## config.mk

```make
export PLATFORM = sky130hd
export DESIGN_NAME = pdpc_control
export DESIGN_NICKNAME = d
export VERILOG_FILES = /design/src/design/pdpc_pkg.sv /design/src/design/pdpc_control.sv
export VERILOG_INCLUDE_DIRS = /design/src /design/src/design
export SDC_FILE = /design/constraint.sdc
export NUM_CORES = 1
export LEC_CHECK = 0
export ABC_AREA = 1
export BUFFER_PORTS_ARGS = -buffer_cell sky130_fd_sc_hd__buf_2
export CORE_AREA = 2 2 57 86
export CTS_CLUSTER_SIZE = 10
export DETAILED_ROUTE_END_ITERATION = 10
export DIE_AREA = 0 0 59 88
export GPL_ROUTABILITY_DRIVEN = 1
export GPL_TIMING_DRIVEN = 0
export PLACE_DENSITY = 0.83
export SLEW_MARGIN = 10
export SYNTH_ARGS = -nofsm -noshare
export SYNTH_HDL_FRONTEND = slang
export SYNTH_SLANG_ARGS = --single-unit
```

## constraint.sdc

```tcl
create_clock -name clk -period 2.9 [get_ports clk]
set_clock_uncertainty 0.15 [all_clocks]
set_input_delay 0.725 -clock clk [delete_from_list [all_inputs] [get_ports clk]]
set_output_delay 0.725 -clock clk [all_outputs]
set_load 0.01 [all_outputs]
```

## src/design/pdpc_map.svh

```systemverilog
// Offsets, field positions, reset values and timing counts for the PLL divider/power block.
// Assumes APB byte addressing with one aligned 32-bit word per register.
`ifndef PDPC_MAP_SVH
`define PDPC_MAP_SVH
// ----------------------------------------
// Register offsets
// ----------------------------------------
`define PDPC_OFF_CTRL0 12'h038
`define PDPC_OFF_MDIV 12'h03c
`define PDPC_OFF_STATUS 12'h040
// ----------------------------------------
// Fields and reset values
// ----------------------------------------
`define PDPC_PDN_BIT 0
`define PDPC_SYNC_BIT 1
`define PDPC_P_LSB 2
`define PDPC_CTRL0_RESET 5'h1e
`define PDPC_MDIV_RESET 5'h00
`define PDPC_DIV_W 6
`define PDPC_CAL_TIME_NS 400
`define PDPC_CAL_CYCLES ((`PDPC_CAL_TIME_NS + 3) / 4)
`endif

```

## src/design/pdpc_pkg.sv

```systemverilog
// Types shared by the PLL divider/power block.
// Assumes pdpc_map.svh for numeric constants.
package pdpc_pkg;
    typedef enum logic [1:0] {
        PDPC_OFF,
        PDPC_CAL,
        PDPC_LOCKED
    } pdpc_state_t;
endpackage : pdpc_pkg

```

## src/design/pdpc_control.sv

```systemverilog
// APB register slave and first-synth power/calibration sequencer.
// Assumes an APB master on clk; analog PLL and output channels sit outside.
`timescale 1ns/100ps
`include "pdpc_map.svh"
module pdpc_control (
    input wire logic clk,
    input wire logic reset,
    input wire logic psel,
    input wire logic penable,
    input wire logic pwrite,
    input wire logic [11:0] paddr,
    input wire logic [31:0] pwdata,
    output logic [31:0] prdata,
    output logic pready,
    output logic pslverr,
    input wire logic sync_pin,
    output logic [`PDPC_DIV_W-1:0] second_synth_m_ratio,
    output logic second_synth_m_bypass,
    output logic [3:0] first_synth_post_ratio,
    output logic first_synth_enable,
    output logic first_synth_cal_reset,
    output logic first_synth_cal_busy,
    output logic first_synth_sync
);
    // ----------------------------------------
    // Register storage
    // ----------------------------------------
    logic [4:0] pll1_control_zero;
    logic [4:0] second_synth_ref_divider;
    logic [8:0] cal_count;
    pdpc_pkg::pdpc_state_t state;
    pdpc_pkg::pdpc_state_t next_state;
    logic [2:0] sync_sh;
    logic sync_level;

    // Decode: zero-wait slave, so pready is constant high
    wire access = psel && penable;
    wire hit_ctrl0 = paddr == `PDPC_OFF_CTRL0;
    wire hit_mdiv = paddr == `PDPC_OFF_MDIV;
    wire hit_status = paddr == `PDPC_OFF_STATUS;
    wire mapped = hit_ctrl0 || hit_mdiv || hit_status;
    wire wr_ctrl0 = access && pwrite && hit_ctrl0;
    wire wr_mdiv = access && pwrite && hit_mdiv;
    wire first_synth_power_down = pll1_control_zero[`PDPC_PDN_BIT];
    wire first_synth_resync_enable = pll1_control_zero[`PDPC_SYNC_BIT];
    wire [2:0] first_synth_post_divider = pll1_control_zero[`PDPC_P_LSB +: 3];
    assign pready = 1'b1;
    assign pslverr = access && !mapped;

    // Register writes; bits 31:5 are dropped so they cannot steer anything
    always_ff @(posedge clk) begin
        if (reset) begin
            pll1_control_zero <= `PDPC_CTRL0_RESET;
            second_synth_ref_divider <= `PDPC_MDIV_RESET;
        end else begin
            if (wr_ctrl0) begin
                pll1_control_zero <= pwdata[4:0];
            end
            if (wr_mdiv) begin
                second_synth_ref_divider <= pwdata[4:0];
            end
        end
    end

    // Read data registered; upper bits always zero
    always_ff @(posedge clk) begin
        if (reset) begin
            prdata <= 32'h0000_0000;
        end else if (psel && !penable && !pwrite) begin
            prdata <= hit_ctrl0 ? {27'h0, pll1_control_zero} :
                      hit_mdiv ? {27'h0, second_synth_ref_divider} :
                      hit_status ? {29'h0, first_synth_cal_busy, first_synth_enable, state == pdpc_pkg::PDPC_LOCKED} :
                      32'h0000_0000;
        end
    end

    // ----------------------------------------
    // Divider ratio decode
    // ----------------------------------------
    function automatic logic [`PDPC_DIV_W-1:0] pdpc_plus_one(input logic [4:0] code);
        pdpc_plus_one = {1'b0, code} + 6'h01;
    endfunction : pdpc_plus_one

    // Post code plus one as a named wire, since a call result cannot be part-selected
    wire [`PDPC_DIV_W-1:0] post_plus_one = pdpc_plus_one({2'b00, first_synth_post_divider});

    // Registered ratios so the analog side never sees a decode glitch
    always_ff @(posedge clk) begin
        if (reset) begin
            second_synth_m_ratio <= 6'h01;
            second_synth_m_bypass <= 1'b1;
            first_synth_post_ratio <= 4'h8;
        end else begin
            second_synth_m_bypass <= second_synth_ref_divider == 5'h00;
            second_synth_m_ratio <= (second_synth_ref_divider == 5'h00) ? 6'h01
                : pdpc_plus_one(second_synth_ref_divider);
            first_synth_post_ratio <= (first_synth_post_divider < 3'h2) ? 4'h2
                : post_plus_one[3:0];
        end
    end

    // ----------------------------------------
    // Power and calibration sequencer
    // ----------------------------------------
    // Reset lands in OFF; the power-down bit then decides whether calibration starts
    always_comb begin
        next_state = state;
        case (state)
            pdpc_pkg::PDPC_OFF: if (!first_synth_power_down) next_state = pdpc_pkg::PDPC_CAL;
            pdpc_pkg::PDPC_CAL: begin
                if (first_synth_power_down) next_state = pdpc_pkg::PDPC_OFF;
                else if (cal_count == 9'h001) next_state = pdpc_pkg::PDPC_LOCKED;
            end
            pdpc_pkg::PDPC_LOCKED: if (first_synth_power_down) next_state = pdpc_pkg::PDPC_OFF;
            default: next_state = pdpc_pkg::PDPC_OFF;
        endcase
    end

    // Calibration counter restarts at full length on every entry
    always_ff @(posedge clk) begin
        if (reset) begin
            state <= pdpc_pkg::PDPC_OFF;
            cal_count <= 9'h000;
        end else begin
            state <= next_state;
            if (next_state == pdpc_pkg::PDPC_CAL && state != pdpc_pkg::PDPC_CAL) begin
                cal_count <= 9'(`PDPC_CAL_CYCLES);
            end else if (cal_count != 9'h000) begin
                cal_count <= cal_count - 9'h001;
            end
        end
    end

    assign first_synth_enable = state != pdpc_pkg::PDPC_OFF;
    assign first_synth_cal_reset = state == pdpc_pkg::PDPC_OFF;
    assign first_synth_cal_busy = state == pdpc_pkg::PDPC_CAL;

    // ----------------------------------------
    // Sync event gating
    // ----------------------------------------
    // Pin is asynchronous: three stages, a change counts once stages two and three agree
    always_ff @(posedge clk) begin
        if (reset) begin
            sync_sh <= 3'h0;
            sync_level <= 1'b0;
            first_synth_sync <= 1'b0;
        end else begin
            sync_sh <= {sync_sh[1:0], sync_pin};
            if (sync_sh[1] == sync_sh[2]) sync_level <= sync_sh[2];
            first_synth_sync <= (sync_sh[1] == sync_sh[2]) && sync_sh[2] && !sync_level
                && first_synth_resync_enable;
        end
    end

    // ----------------------------------------
    // Assertions
    // ----------------------------------------
    a_mdiv_bypass_zero: assert property (@(posedge clk) disable iff (reset)
        second_synth_ref_divider == 5'h00 |=> second_synth_m_bypass && second_synth_m_ratio == 6'h01)
        else $error("zero M code did not bypass");
    a_mdiv_ratio_plus: assert property (@(posedge clk) disable iff (reset)
        second_synth_ref_divider != 5'h00 |=> second_synth_m_ratio == {1'b0, $past(second_synth_ref_divider)} + 6'h01)
        else $error("M ratio is not code plus one");
    a_post_div_low: assert property (@(posedge clk) disable iff (reset)
        first_synth_post_divider < 3'h2 |=> first_synth_post_ratio == 4'h2)
        else $error("low post code not divide by two");
    a_post_div_high: assert property (@(posedge clk) disable iff (reset)
        first_synth_post_divider >= 3'h2 |=> first_synth_post_ratio == {1'b0, $past(first_synth_post_divider)} + 4'h1)
        else $error("post ratio is not code plus one");
    a_sync_gated_off: assert property (@(posedge clk) disable iff (reset)
        !first_synth_resync_enable |=> !first_synth_sync)
        else $error("sync passed while disabled");
    a_sync_passes_on: assert property (@(posedge clk) disable iff (reset)
        first_synth_resync_enable && sync_sh[1] && sync_sh[2] && !sync_level |=> first_synth_sync)
        else $error("enabled sync event lost");
    a_pdn_holds_off: assert property (@(posedge clk) disable iff (reset)
        first_synth_power_down ##1 first_synth_power_down |-> !first_synth_enable && first_synth_cal_reset)
        else $error("synth active while powered down");
    a_pdn_clear_recal: assert property (@(posedge clk) disable iff (reset)
        $fell(first_synth_power_down) |=> first_synth_cal_busy && cal_count == 9'(`PDPC_CAL_CYCLES))
        else $error("calibration not restarted");
    a_reset_autostart: assert property (@(posedge clk)
        $fell(reset) && !first_synth_power_down |=> first_synth_cal_busy)
        else $error("no calibration after reset");
    a_reserved_zero: assert property (@(posedge clk) disable iff (reset)
        prdata[31:5] == 27'h0)
        else $error("reserved bits read nonzero");
    c_cal_done: cover property (@(posedge clk) disable iff (reset) $rose(state == pdpc_pkg::PDPC_LOCKED));
    c_power_cycle: cover property (@(posedge clk) disable iff (reset) $rose(first_synth_power_down));
    c_sync_out: cover property (@(posedge clk) disable iff (reset) first_synth_sync);
    // Sequencer checks: reset, power-down and calibration length
    a_reset_lands_off: assert property (@(posedge clk)
        reset |=> first_synth_cal_reset && !first_synth_enable && !first_synth_sync)
        else $error("synth active during reset");
    a_reset_ratios: assert property (@(posedge clk)
        reset |=> second_synth_m_bypass && first_synth_post_ratio == 4'h8)
        else $error("ratio outputs wrong after reset");
    a_enable_tracks_pdn: assert property (@(posedge clk) disable iff (reset)
        !first_synth_power_down ##1 !first_synth_power_down |-> first_synth_enable)
        else $error("synth not enabled with power-down clear");
    a_cal_hold_reset: assert property (@(posedge clk) disable iff (reset)
        first_synth_power_down |=> first_synth_cal_reset && !first_synth_cal_busy)
        else $error("calibration not held in reset");
    a_cal_full_length: assert property (@(posedge clk) disable iff (reset)
        $rose(first_synth_cal_busy) |-> cal_count == 9'(`PDPC_CAL_CYCLES))
        else $error("calibration did not start from the beginning");
    a_cal_ends_locked: assert property (@(posedge clk) disable iff (reset)
        first_synth_cal_busy && cal_count == 9'h001 && !first_synth_power_down |=> state == pdpc_pkg::PDPC_LOCKED)
        else $error("calibration did not finish");
    // Register checks: only bits 4:0 of a write are stored; then the one-cycle sync pulse check
    a_ctrl_write_low: assert property (@(posedge clk) disable iff (reset)
        wr_ctrl0 |=> pll1_control_zero == $past(pwdata[4:0]))
        else $error("control write not stored from low bits");
    a_mdiv_write_low: assert property (@(posedge clk) disable iff (reset)
        wr_mdiv |=> second_synth_ref_divider == $past(pwdata[4:0]))
        else $error("M divider write not stored from low bits");
    a_sync_one_pulse: assert property (@(posedge clk) disable iff (reset)
        first_synth_sync |=> !first_synth_sync)
        else $error("one sync event gave a long pulse");
    // Covers: a blocked sync event and the largest M ratio
    c_sync_blocked: cover property (@(posedge clk) disable iff (reset)
        !first_synth_resync_enable && sync_sh[1] && sync_sh[2] && !sync_level);
    c_mdiv_max: cover property (@(posedge clk) disable iff (reset) second_synth_m_ratio == 6'h20);
endmodule : pdpc_control

```

==> out/metrics.cfg, run 1 <==
[logic_synthesis]
synth_cell_types = 34
syn_inst = 303
synth-seq-cells = 42
yosysSeqAreaShare_pct = 38.1
synth_area_um2 = 2200
avgSynthCellArea_um2 = 7.28
yosysWarnings = 0

[clock_tree]
cts_setup_buffers = 0
cts_num_sinks = 42
clkTransAtPathRegs_ns = 0.08
clock_latency_ns = 0.30
clockBufferDepth = 2
post_cts_resized = 0
cts_tree = built
postCtsHoldBufs = 0
cts-root-buf = clkbuf_8
cts_max_level = 2
numCtsBuffers = 5

[final_layout]
filler_cell_count = 423
syn2layout_area_growth_pct = 21.2
seqCellArea_um2 = 841
nets = 436
multi_input_area_um2 = 1060
final_cell_area_um2 = 2670
antenna_cells = 0
drive_gt1_share_pct = 27.4
instances_no_fill = 428

[setup_path]
cpPeakStageDelay_ns = 0.32
path_max_fanout = 5
end_kind = output port
path_class = in2out
crit_top_cell = buf_2
slowest_stage = nor3_4
start_kind = primary input
crit_arrival_ns = 1.63
path_cells = buf_2 > nor2_1 > nand2_2 > nor3_4 > nor3_1 > buf_2
worstPathRequired_ns = 2.03
ff2ff_path_depth = 6

[drt]
wire_per_inst_um = 10.8
first_pass_iters = 4
vias = 2026
ant_nets = 0
vias_per_cell = 4.73
post-route-drc-count = 0
routed_wl_um = 4630
drt_iter0_markers = 52

[floorplanning]
die_x_um = 59
die_area_um2 = 5190
io_pins = 99
row_count = 30
initial_core_util_pct = 49.8
die_y_um = 88
core_region_area_um2 = 4430

[grt]
grt_max_degree = 16
gr-total-overflow = 0
grtUsageTotal_pct = 18.7
antenna_found_initial = 0
grt_pass1_wl_um = 7490
grt_pass1_vias = 1856

[pwr]
p_seq_share_pct = 48.5
switching_share_pct = 31.1
intPower_uw = 887
p_leak_nw = 1.45
netSwitchingPower_uw = 400
pwr-share-clk_pct = 30.4
power_density_nw_per_um2 = 482
max-vdd-ir-drop_mv = 0.360
pwr-share-comb_pct = 21.1

[placement]
place_congestion = 0.893
post_dp_cell_area_um2 = 2580
place_inst = 420
io_buffers = 43
hpwl_um = 3670

[hold_path]
hold_path_class = reg2reg
whs_path_depth = 2

[timing]
slew_headroom_pct = 59.6
setup_viol = 0
finalCritPeriodShare_pct = 86.4
timing.hold.ws_ns = 0.255
rsz0062_at_grt = false
fmax_ghz = 0.399
finalSetupTns_ns = 0
slew_violations = 0
hold_violations = 0
worstMarginPinSlew_ns = 0.602
period_minus_slack_ns = 2.51

[job]
max_cap_violations = 0

[outcome]
status = finished clean

==> power by group through the flow <==
stage	Clock (mW)	Sequential [mW]	Combinational [mW]
CTS	0.400	0.623	0.269
finish	0.392	0.624	0.272
global route	0.425	0.627	0.307
global placement	0	0.637	0.263
floorplan	0	0.634	0.206
detailed placement	0	0.637	0.267
==> flip-flops by register name, indices dropped and copies added, names as in the netlist, 2 cells and up <==
| register | count |
|---|---|
| second_synth_m_ratio | 6 |
| state | 2 |
| prdata | 5 |
| cal_count | 9 |
| sync_sh | 3 |
| pll1_control_zero | 5 |
| first_synth_post_ratio | 4 |
| second_synth_ref_divider | 5 |
==> critical path, delay by kind of cell <==
family,cells,cell delay [ns]
and+or+nand+nor,4,0.66
buffers and inverters,2,0.25
==> layout by cell type (no fill, tap or decap), types with 4 or more instances in the layout <==
cell type	instances
inv_1	40
buf_4	28
o21ai_1	9
ha_1	7
nor2_1	41
inv_2	6
buf_2	45
nand2_2	5
nand4_1	4
dfxtp_1	42
nand2_1	49
conb_1	28
a21oi_1	12
nand3_1	17
o21ai_0	7
clkbuf_8	5
nor3_1	6
==> cells in the mapped netlist, drive strengths merged <==
cell	count	area share [%]
conb	2	0.34
nand3	17	3.9
buf	30	10
or3	1	0.28
nand2	56	11
inv	46	7.8
nor4	2	0.57
xnor2	2	0.79
a31o	1	0.40
or2	1	0.28
o21a	2	0.68
a211oi	1	0.34
nor2	45	8.6
nor3	9	3.3
a21oi	12	2.7
clkinv	1	0.17
o21ai	16	3.6
nand4	5	1.7
o211ai	1	0.34
nor3b	1	0.34
ha	7	4.0
dfxtp	42	38
xor2	2	0.79
clkbuf	1	0.17
==> layout make-up <==
cell class                      count  area share [%]
Multi-Input combinational cell    209            39.7
Sequential cell                    42            31.5
Buffer                             31            8.38
Timing Repair Buffer               43            8.06
Inverter                           47            6.60
Clock buffer                        5            2.58
Tap cell                           48            2.25
Clock inverter                      3           0.937
==> cell families (layout without fill, tap and decap cells) <==
logic type               after synthesis  in the layout  share of synthesized area (%)
flip-flops                            42             42                           38.1
XOR/XNOR                               4              4                           1.59
other                                  2             28                          0.341
AO/OA/AOI/OAI                         33             33                           8.12
buffers and inverters                 78            129                           18.2
AND/OR/NAND/NOR                      137            137                           29.7
adder cells (fa/ha/maj)                7              7                           3.97
==> per-layer routing <==
| layer | global-route usage, % | share of wire, % | vias up |
|---|---|---|---|
| li1 | - | - | 1040 |
| met1 | 18.4 | 38 | 904 |
| met2 | 35.8 | 54 | 67 |
| met3 | 3.10 | 5.1 | 15 |
| met4 | 10.3 | 3.5 | 0 |
| met5 | 0 | 0 | - |
==> stage by stage <==
step | setup slack (ns) | util (%) | power [mW]
2_1_floorplan | 0.673 | - | 0.840
6_report | 0.393 | 60.3 | 1.29
3_3_place_gp | 0.391 | 58.2 | 0.899
3_5_place_dp | 0.379 | 58.2 | 0.904
4_1_cts | 0.381 | 60.3 | 1.29
5_1_grt | 0.307 | 60.3 | 1.36
==> final timing paths <==
| kind | start | endpoint | slack (ns) |
|---|---|---|---|
| worst max-delay path | paddr[6] | pslverr | 0.39 |
| worst min-delay path | sync_sh[0] | sync_sh[1] | 0.25 |
| worst max register to register | cal_count[0] | cal_count[4] | 1.36 |
| worst min register to register | sync_sh[0] | sync_sh[1] | 0.25 |
Power figures use the tool's default switching activity.
==> run 2, diff against run 1 <==
--- a/config.mk
+++ b/config.mk
@@ -6,12 +6,11 @@
 export SDC_FILE = /design/constraint.sdc
 export NUM_CORES = 1
 export LEC_CHECK = 0
-export ABC_AREA = 1
 export BUFFER_PORTS_ARGS = -buffer_cell sky130_fd_sc_hd__buf_2
-export CORE_AREA = 2 2 57 86
+export CORE_AREA = 2 2 56 85
 export CTS_CLUSTER_SIZE = 10
 export DETAILED_ROUTE_END_ITERATION = 10
-export DIE_AREA = 0 0 59 88
+export DIE_AREA = 0 0 58 87
 export GPL_ROUTABILITY_DRIVEN = 1
 export GPL_TIMING_DRIVEN = 0
 export PLACE_DENSITY = 0.83
==> out/metrics.cfg, run 2 <==
[clock_tree]
clock_latency_ns = 0.30  ; about the same
clockBufferDepth = 2  ; unchanged
cts_num_sinks = 42  ; unchanged
postCtsHoldBufs = 0  ; unchanged
numCtsBuffers = 5  ; unchanged
clkTransAtPathRegs_ns = 0.07  ; about the same
cts_tree = built
cts-root-buf = clkbuf_8
cts_max_level = 2  ; unchanged
cts_setup_buffers = 0  ; unchanged

[grt]
grt_pass1_wl_um = 6500  ; -13%
antenna_found_initial = 0  ; unchanged
grtUsageTotal_pct = 16.5  ; -2.3 points
gr-total-overflow = 0  ; unchanged
grt_pass1_vias = 1528  ; -18%
grt_max_degree = 13  ; -3

[logic_synthesis]
synth-seq-cells = 42  ; unchanged
synth_cell_types = 47  ; +38%
synth.most_common_cell = dfxtp_1
yosys-top-cells-area = dfxtp_1, buf_4, mux2i_1, nor2_1, ha_1
syn_inst = 230  ; -24%
ys.flop_type = dfxtp_1
yosys.area_share.simple_pct = 22.8  ; -6.9 points
synth-xor-area-share_pct = 2.92  ; +1.3 points
synth_largest_type_area_fraction_pct = 40.1  ; +2.0 points
synth_area_um2 = 2100  ; -4.9%
yosysWarnings = 0  ; unchanged
synth_fa_ha_area_share_pct = 4.18  ; +0.20 points
yosysSeqAreaShare_pct = 40.1  ; +2.0 points
avgSynthCellArea_um2 = 9.12  ; +25%
synthArstFlopShare_pct = 0  ; unchanged
synth.area.mux_share_pct = 7.76  ; +7.8 points
synth_top_cells_by_count = dfxtp_1, nor2_1, buf_4
synth_top_area_cell = dfxtp_1
synth_top_family_by_area = simple AND/OR/NAND/NOR gates
synth-edff-count = 0  ; unchanged
synth_compound_area_share_pct = 9.07  ; +0.95 points

[timing]
worstMarginPinSlew_ns = 0.571  ; -0.0316 ns
finalSetupTns_ns = 0  ; unchanged
slew_violations = 0  ; unchanged
slew_headroom_pct = 61.9  ; +2.2 points
period_minus_slack_ns = 2.77  ; +0.266 ns
hold_violations = 0  ; unchanged
timing.hold.ws_ns = 0.292  ; +0.0370 ns
finalCritPeriodShare_pct = 95.6  ; +9.2 points
setup_viol = 0  ; unchanged
rsz0062_at_grt = false
fmax_ghz = 0.361  ; -9.6%

[final_layout]
seqCellArea_um2 = 841  ; unchanged
final_common_cell = buf_2
filler_cell_count = 388  ; -8.3%
multi_input_area_um2 = 1090  ; +2.5%
top_register = cal_count
layout_common_cells = buf_2, dfxtp_1, nor2_1
top_regs = cal_count (9), second_synth_m_ratio (6)
nets = 363  ; -17%
antenna_cells = 0  ; unchanged
syn2layout_area_growth_pct = 22.3
drive_gt1_share_pct = 30.0  ; +2.6 points
largest_reg_flops = 9  ; unchanged

[drt]
first_pass_iters = 4  ; unchanged
ant_nets = 0  ; unchanged
drt_iter0_markers = 43  ; -17%
routed_wl_um = 4170  ; -10%
post-route-drc-count = 0  ; unchanged
vias = 1732  ; -15%
wire_per_inst_um = 11.7  ; +8.5%
vias_per_cell = 4.88  ; +3.1%

[floorplanning]
die_area_um2 = 5050  ; -2.8%
io_pins = 99  ; unchanged
core_region_area_um2 = 4350  ; -1.7%
die_y_um = 87  ; -1.1%
row_count = 30  ; unchanged
initial_core_util_pct = 48.2  ; -1.6 points
die_x_um = 58  ; -1.7%

[setup_path]
end_kind = output port
path_class = in2out
path_cells = buf_2 > or4_1 > nor2_2 > a21oi_1 > buf_2
worstPathRequired_ns = 2.03  ; about the same
crit_top_cell = buf_2
crit_arrival_ns = 1.90  ; +0.27 ns
start_kind = primary input
path_max_fanout = 5  ; unchanged
path_buf_inv = 2  ; unchanged
critical-path-top-delay-family = simple AND/OR/NAND/NOR gates
slowest_stage = or4_1
cpPeakStageDelay_ns = 0.62  ; +0.30 ns

[pwr]
pwr-share-comb_pct = 19.3  ; -1.8 points
max-vdd-ir-drop_mv = 0.340  ; -5.4%
power_density_nw_per_um2 = 488  ; +1.4%
netSwitchingPower_uw = 348  ; -13%
intPower_uw = 904  ; +1.9%
p_leak_nw = 1.15  ; -21%
pwr-share-clk_pct = 31.0  ; +0.6 points
p_seq_share_pct = 49.7  ; +1.2 points
switching_share_pct = 27.8  ; -3.3 points

[placement]
hpwl_um = 3240  ; -12%
place_congestion = 0.788  ; -12%
io_buffers = 43  ; unchanged

[hold_path]
hold_path_class = reg2reg

[outcome]
status = finished clean

[job]
max_cap_violations = 0  ; unchanged

## run 2: final timing paths
path	start	end	slack (ns)	cells past startpoint
max	paddr[10]	pslverr	0.13	5
min	sync_level	first_synth_sync	0.29	1
max reg2reg	cal_count[0]	cal_count[7]	0.81	6
min reg2reg	sync_level	first_synth_sync	0.29	1
## run 2: power groups by stage
stage | registers [mW] | clock network [mW] | logic, mW
2_1_floorplan | 0.629 | 0 | 0.188
3_3_place_gp | 0.634 | 0 | 0.232
6_report | 0.622 | 0.388 | 0.242
4_1_cts | 0.621 | 0.397 | 0.240
5_1_grt | 0.626 | 0.423 | 0.267
3_5_place_dp | 0.635 | 0 | 0.238
## run 2: logic make-up (layout without fill, tap and decap cells)
group / after synthesis / count (layout)
buffers and inverters: 43 / 94
muxes: 16 / 16
other: 2 / 28
adders and majority gates: 7 / 7
DFF: 42 / 42
xor gates and xnor gates: 7 / 7
AOI/OAI and AO/OA: 28 / 28
and+or+nand+nor: 85 / 85
## run 2: layer usage
layer	track usage, %	wire length (µm)	up-vias
met4	6.98	84	0
met1	17.3	1680	784
met2	30.4	2180	48
li1	-	-	893
met3	4.16	232	7
met5	0	0	-
## run 2: cell type report
cell class	count	share of cell area [%]
plain buffers	35	9.32
clock inverters	1	0.195
well taps	48	2.34
repair buffers	43	8.39
clock buffers	7	3.37
multi-input cells	171	42.4
flip-flops and latches	42	32.8
inverters	8	1.17
## run 2: what timing repair did
action | 4_1_cts | 5_1_grt
endpoints found under the hold margin | 0 | 0
gates resized for setup | 0 | 1
endpoints found under the setup margin | 0 | 1
## run 2: through the flow
stage | instances | setup WS, ns | power (mW) | instance area [µm²] | util [%]
finish | 355 | 0.127 | 1.25 | 2560 | 58.9
global placement | 347 | 0.0582 | 0.866 | 2470 | 56.7
CTS | 355 | 0.0551 | 1.26 | 2560 | 58.8
global route | 355 | 0.0686 | 1.32 | 2560 | 58.9
floorplan | 256 | 0.345 | 0.817 | 2190 | -
detailed placement | 347 | 0.0561 | 0.872 | 2470 | 56.7
==> run 3, diff against run 2 <==
--- a/config.mk
+++ b/config.mk
@@ -7,13 +7,13 @@
 export NUM_CORES = 1
 export LEC_CHECK = 0
 export BUFFER_PORTS_ARGS = -buffer_cell sky130_fd_sc_hd__buf_2
-export CORE_AREA = 2 2 56 85
+export CORE_AREA = 2 2 61 92
 export CTS_CLUSTER_SIZE = 10
 export DETAILED_ROUTE_END_ITERATION = 10
-export DIE_AREA = 0 0 58 87
+export DIE_AREA = 0 0 63 94
 export GPL_ROUTABILITY_DRIVEN = 1
 export GPL_TIMING_DRIVEN = 0
-export PLACE_DENSITY = 0.83
+export PLACE_DENSITY = 0.75
 export SLEW_MARGIN = 10
 export SYNTH_ARGS = -nofsm -noshare
 export SYNTH_HDL_FRONTEND = slang
==> constraint.sdc (replaced) <==
create_clock -name clk -period 2.4 [get_ports clk]
set_clock_uncertainty 0.15 [all_clocks]
set_input_delay 0.6 -clock clk [delete_from_list [all_inputs] [get_ports clk]]
set_output_delay 0.6 -clock clk [all_outputs]
set_load 0.01 [all_outputs]
==> out/metrics.cfg, run 3 (synthesis gave the netlist of run 2 again) <==
[floorplanning]
row_count = 32  ; +6.7%
initial_core_util_pct = 41.2  ; -6.9 points
core_region_area_um2 = 5080  ; +17%
die_y_um = 94  ; +8.0%
die_area_um2 = 5920  ; +17%
die_x_um = 63  ; +8.6%
io_pins = 99  ; unchanged

[setup_path]
path_max_fanout = 5  ; unchanged
end_kind = output port
slowest_stage = or4_4
worstPathRequired_ns = 1.65  ; -0.38 ns
path_buf_inv = 2  ; unchanged
path_cells = buf_6 > or4_4 > nor2_4 > a21oi_2 > buf_2
crit_arrival_ns = 1.64  ; -0.26 ns
critical-path-top-delay-family = simple AND/OR/NAND/NOR gates
cpPeakStageDelay_ns = 0.56  ; -0.06 ns
path_class = in2out
start_kind = primary input

[timing]
fmax_ghz = 0.419
hold_violations = 0  ; unchanged
worstMarginPinSlew_ns = 0.549  ; -0.0212 ns
slew_headroom_pct = 63.3  ; +1.4 points
setup_viol = 0  ; unchanged
period_minus_slack_ns = 2.39
slew_violations = 0  ; unchanged
rsz0062_at_grt = true
finalCritPeriodShare_pct = 99.4

[hold_path]
hold_path_class = reg2reg

[final_layout]
filler_cell_count = 505  ; +30%
final_cell_area_um2 = 2630  ; +2.4%
drive_gt1_share_pct = 31.5  ; +1.5 points
syn2layout_area_growth_pct = 25.2
multi_input_area_um2 = 1120  ; +2.6%
top_regs = cal_count (9), second_synth_m_ratio (6)
antenna_cells = 0  ; unchanged
final_common_cell = buf_2
nets = 365  ; +0.55%
layout_common_cells = buf_2, dfxtp_1, nor2_1, buf_4, conb_1
largest_reg_flops = 9  ; unchanged
seqCellArea_um2 = 841  ; unchanged
final_core_util_pct = 51.6  ; -7.2 points
top_register = cal_count

[placement]
io_buffers = 43  ; unchanged
place_congestion = 0.845  ; +7.3%
hpwl_um = 3300  ; +1.8%
post_dp_cell_area_um2 = 2490  ; +1.0%

[clock_tree]
clockBufferDepth = 2  ; unchanged
cts_num_sinks = 42  ; unchanged
cts_max_level = 2  ; unchanged
clkTransAtPathRegs_ns = 0.07  ; about the same
numCtsBuffers = 5  ; unchanged
cts-root-buf = clkbuf_8
clock_latency_ns = 0.28  ; -0.02 ns
postCtsHoldBufs = 0  ; unchanged
cts_tree = built

[drt]
ant_nets = 0  ; unchanged
first_pass_iters = 4  ; unchanged
wire_per_inst_um = 11.2  ; -4.7%
drt_iter0_markers = 120  ; +180%
post-route-drc-count = 0  ; unchanged
vias_per_cell = 4.57  ; -6.4%
vias = 1717  ; -0.87%
routed_wl_um = 4210  ; +0.94%

[grt]
grt_pass1_wl_um = 7030  ; +8.2%
grt_max_degree = 13  ; unchanged
grt_pass1_vias = 1597  ; +4.5%
gr-total-overflow = 0  ; unchanged
antenna_found_initial = 0  ; unchanged
grtUsageTotal_pct = 14.7  ; -1.8 points

[pwr]
power_density_nw_per_um2 = 557  ; +14%
max-vdd-ir-drop_mv = 0.234  ; -31%
p_leak_nw = 1.16  ; +1.1%

[outcome]
status = finished clean

[job]
max_cap_violations = 0  ; unchanged

## run 3: cell types whose count changed in the layout (fill, tap and decap cells not counted), sizes merged
cell    before  now
buf         74   76
clkbuf      11    9
clkinv       1    2
## run 3: per-stage QoR
step | setup slack (ns) | setup TNS [ns] | total power, mW | hold slack [ns] | std cells
after floorplan | 0.0949 | 0 | 0.988 | 0.248 | 256
after global placement | -0.206 | -0.575 | 1.05 | 0.271 | 367
after detailed placement | -0.224 | -0.919 | 1.06 | 0.289 | 367
after CTS | 0.00707 | 0 | 1.47 | 0.299 | 374
after global routing | -0.0225 | -0.0225 | 1.55 | 0.318 | 376
final | 0.0139 | 0 | 1.46 | 0.289 | 376
## run 3: power breakdown
| part | internal [mW] | leakage [nW] | switching (mW) |
|---|---|---|---|
| Sequential | 0.722 | 0.341 | 0.0286 |
| Combinational | 0.141 | 0.776 | 0.156 |
| Clock | 0.195 | 0.0438 | 0.220 |
| Total | 1.06 | 1.16 | 0.405 |
## run 3: per-layer routing
layer,wire length (µm),GRT usage (%),part of all wire [%],vias to the layer above
li1,-,-,-,899
met1,1670,16.0,40,769
met4,28,5.56,0.67,0
met3,241,3.36,5.7,2
met2,2270,27.2,54,47
met5,0,0,0,-
## run 3: what timing repair did
| item | CTS | global route |
|---|---|---|
| endpoints found under the setup margin | 1 | 1 |
| setup buffers | 0 | 2 |
| gates resized for setup | 4 | 4 |
| pin swaps | 0 | 3 |
## run 3: path summary, 6_finish.rpt
| path | from | end | slack, ns | depth (start not counted) |
|---|---|---|---|---|
| hold / removal | sync_level | first_synth_sync | 0.29 | 1 |
| setup reg to reg | cal_count[0] | cal_count[7] | 0.29 | 6 |
| hold reg to reg | sync_level | first_synth_sync | 0.29 | 1 |
| setup / recovery | paddr[0] | pslverr | 0.01 | 5 |
## run 3: cell type report
class | instances | share of cell area (%)
Clock buffer | 5 | 2.62
Multi-Input combinational cell | 171 | 42.5
Inverter | 8 | 1.14
Clock inverter | 2 | 0.381
Buffer | 35 | 9.10
Timing Repair Buffer | 45 | 9.00
Sequential cell | 42 | 32.0
Tap cell | 68 | 3.24
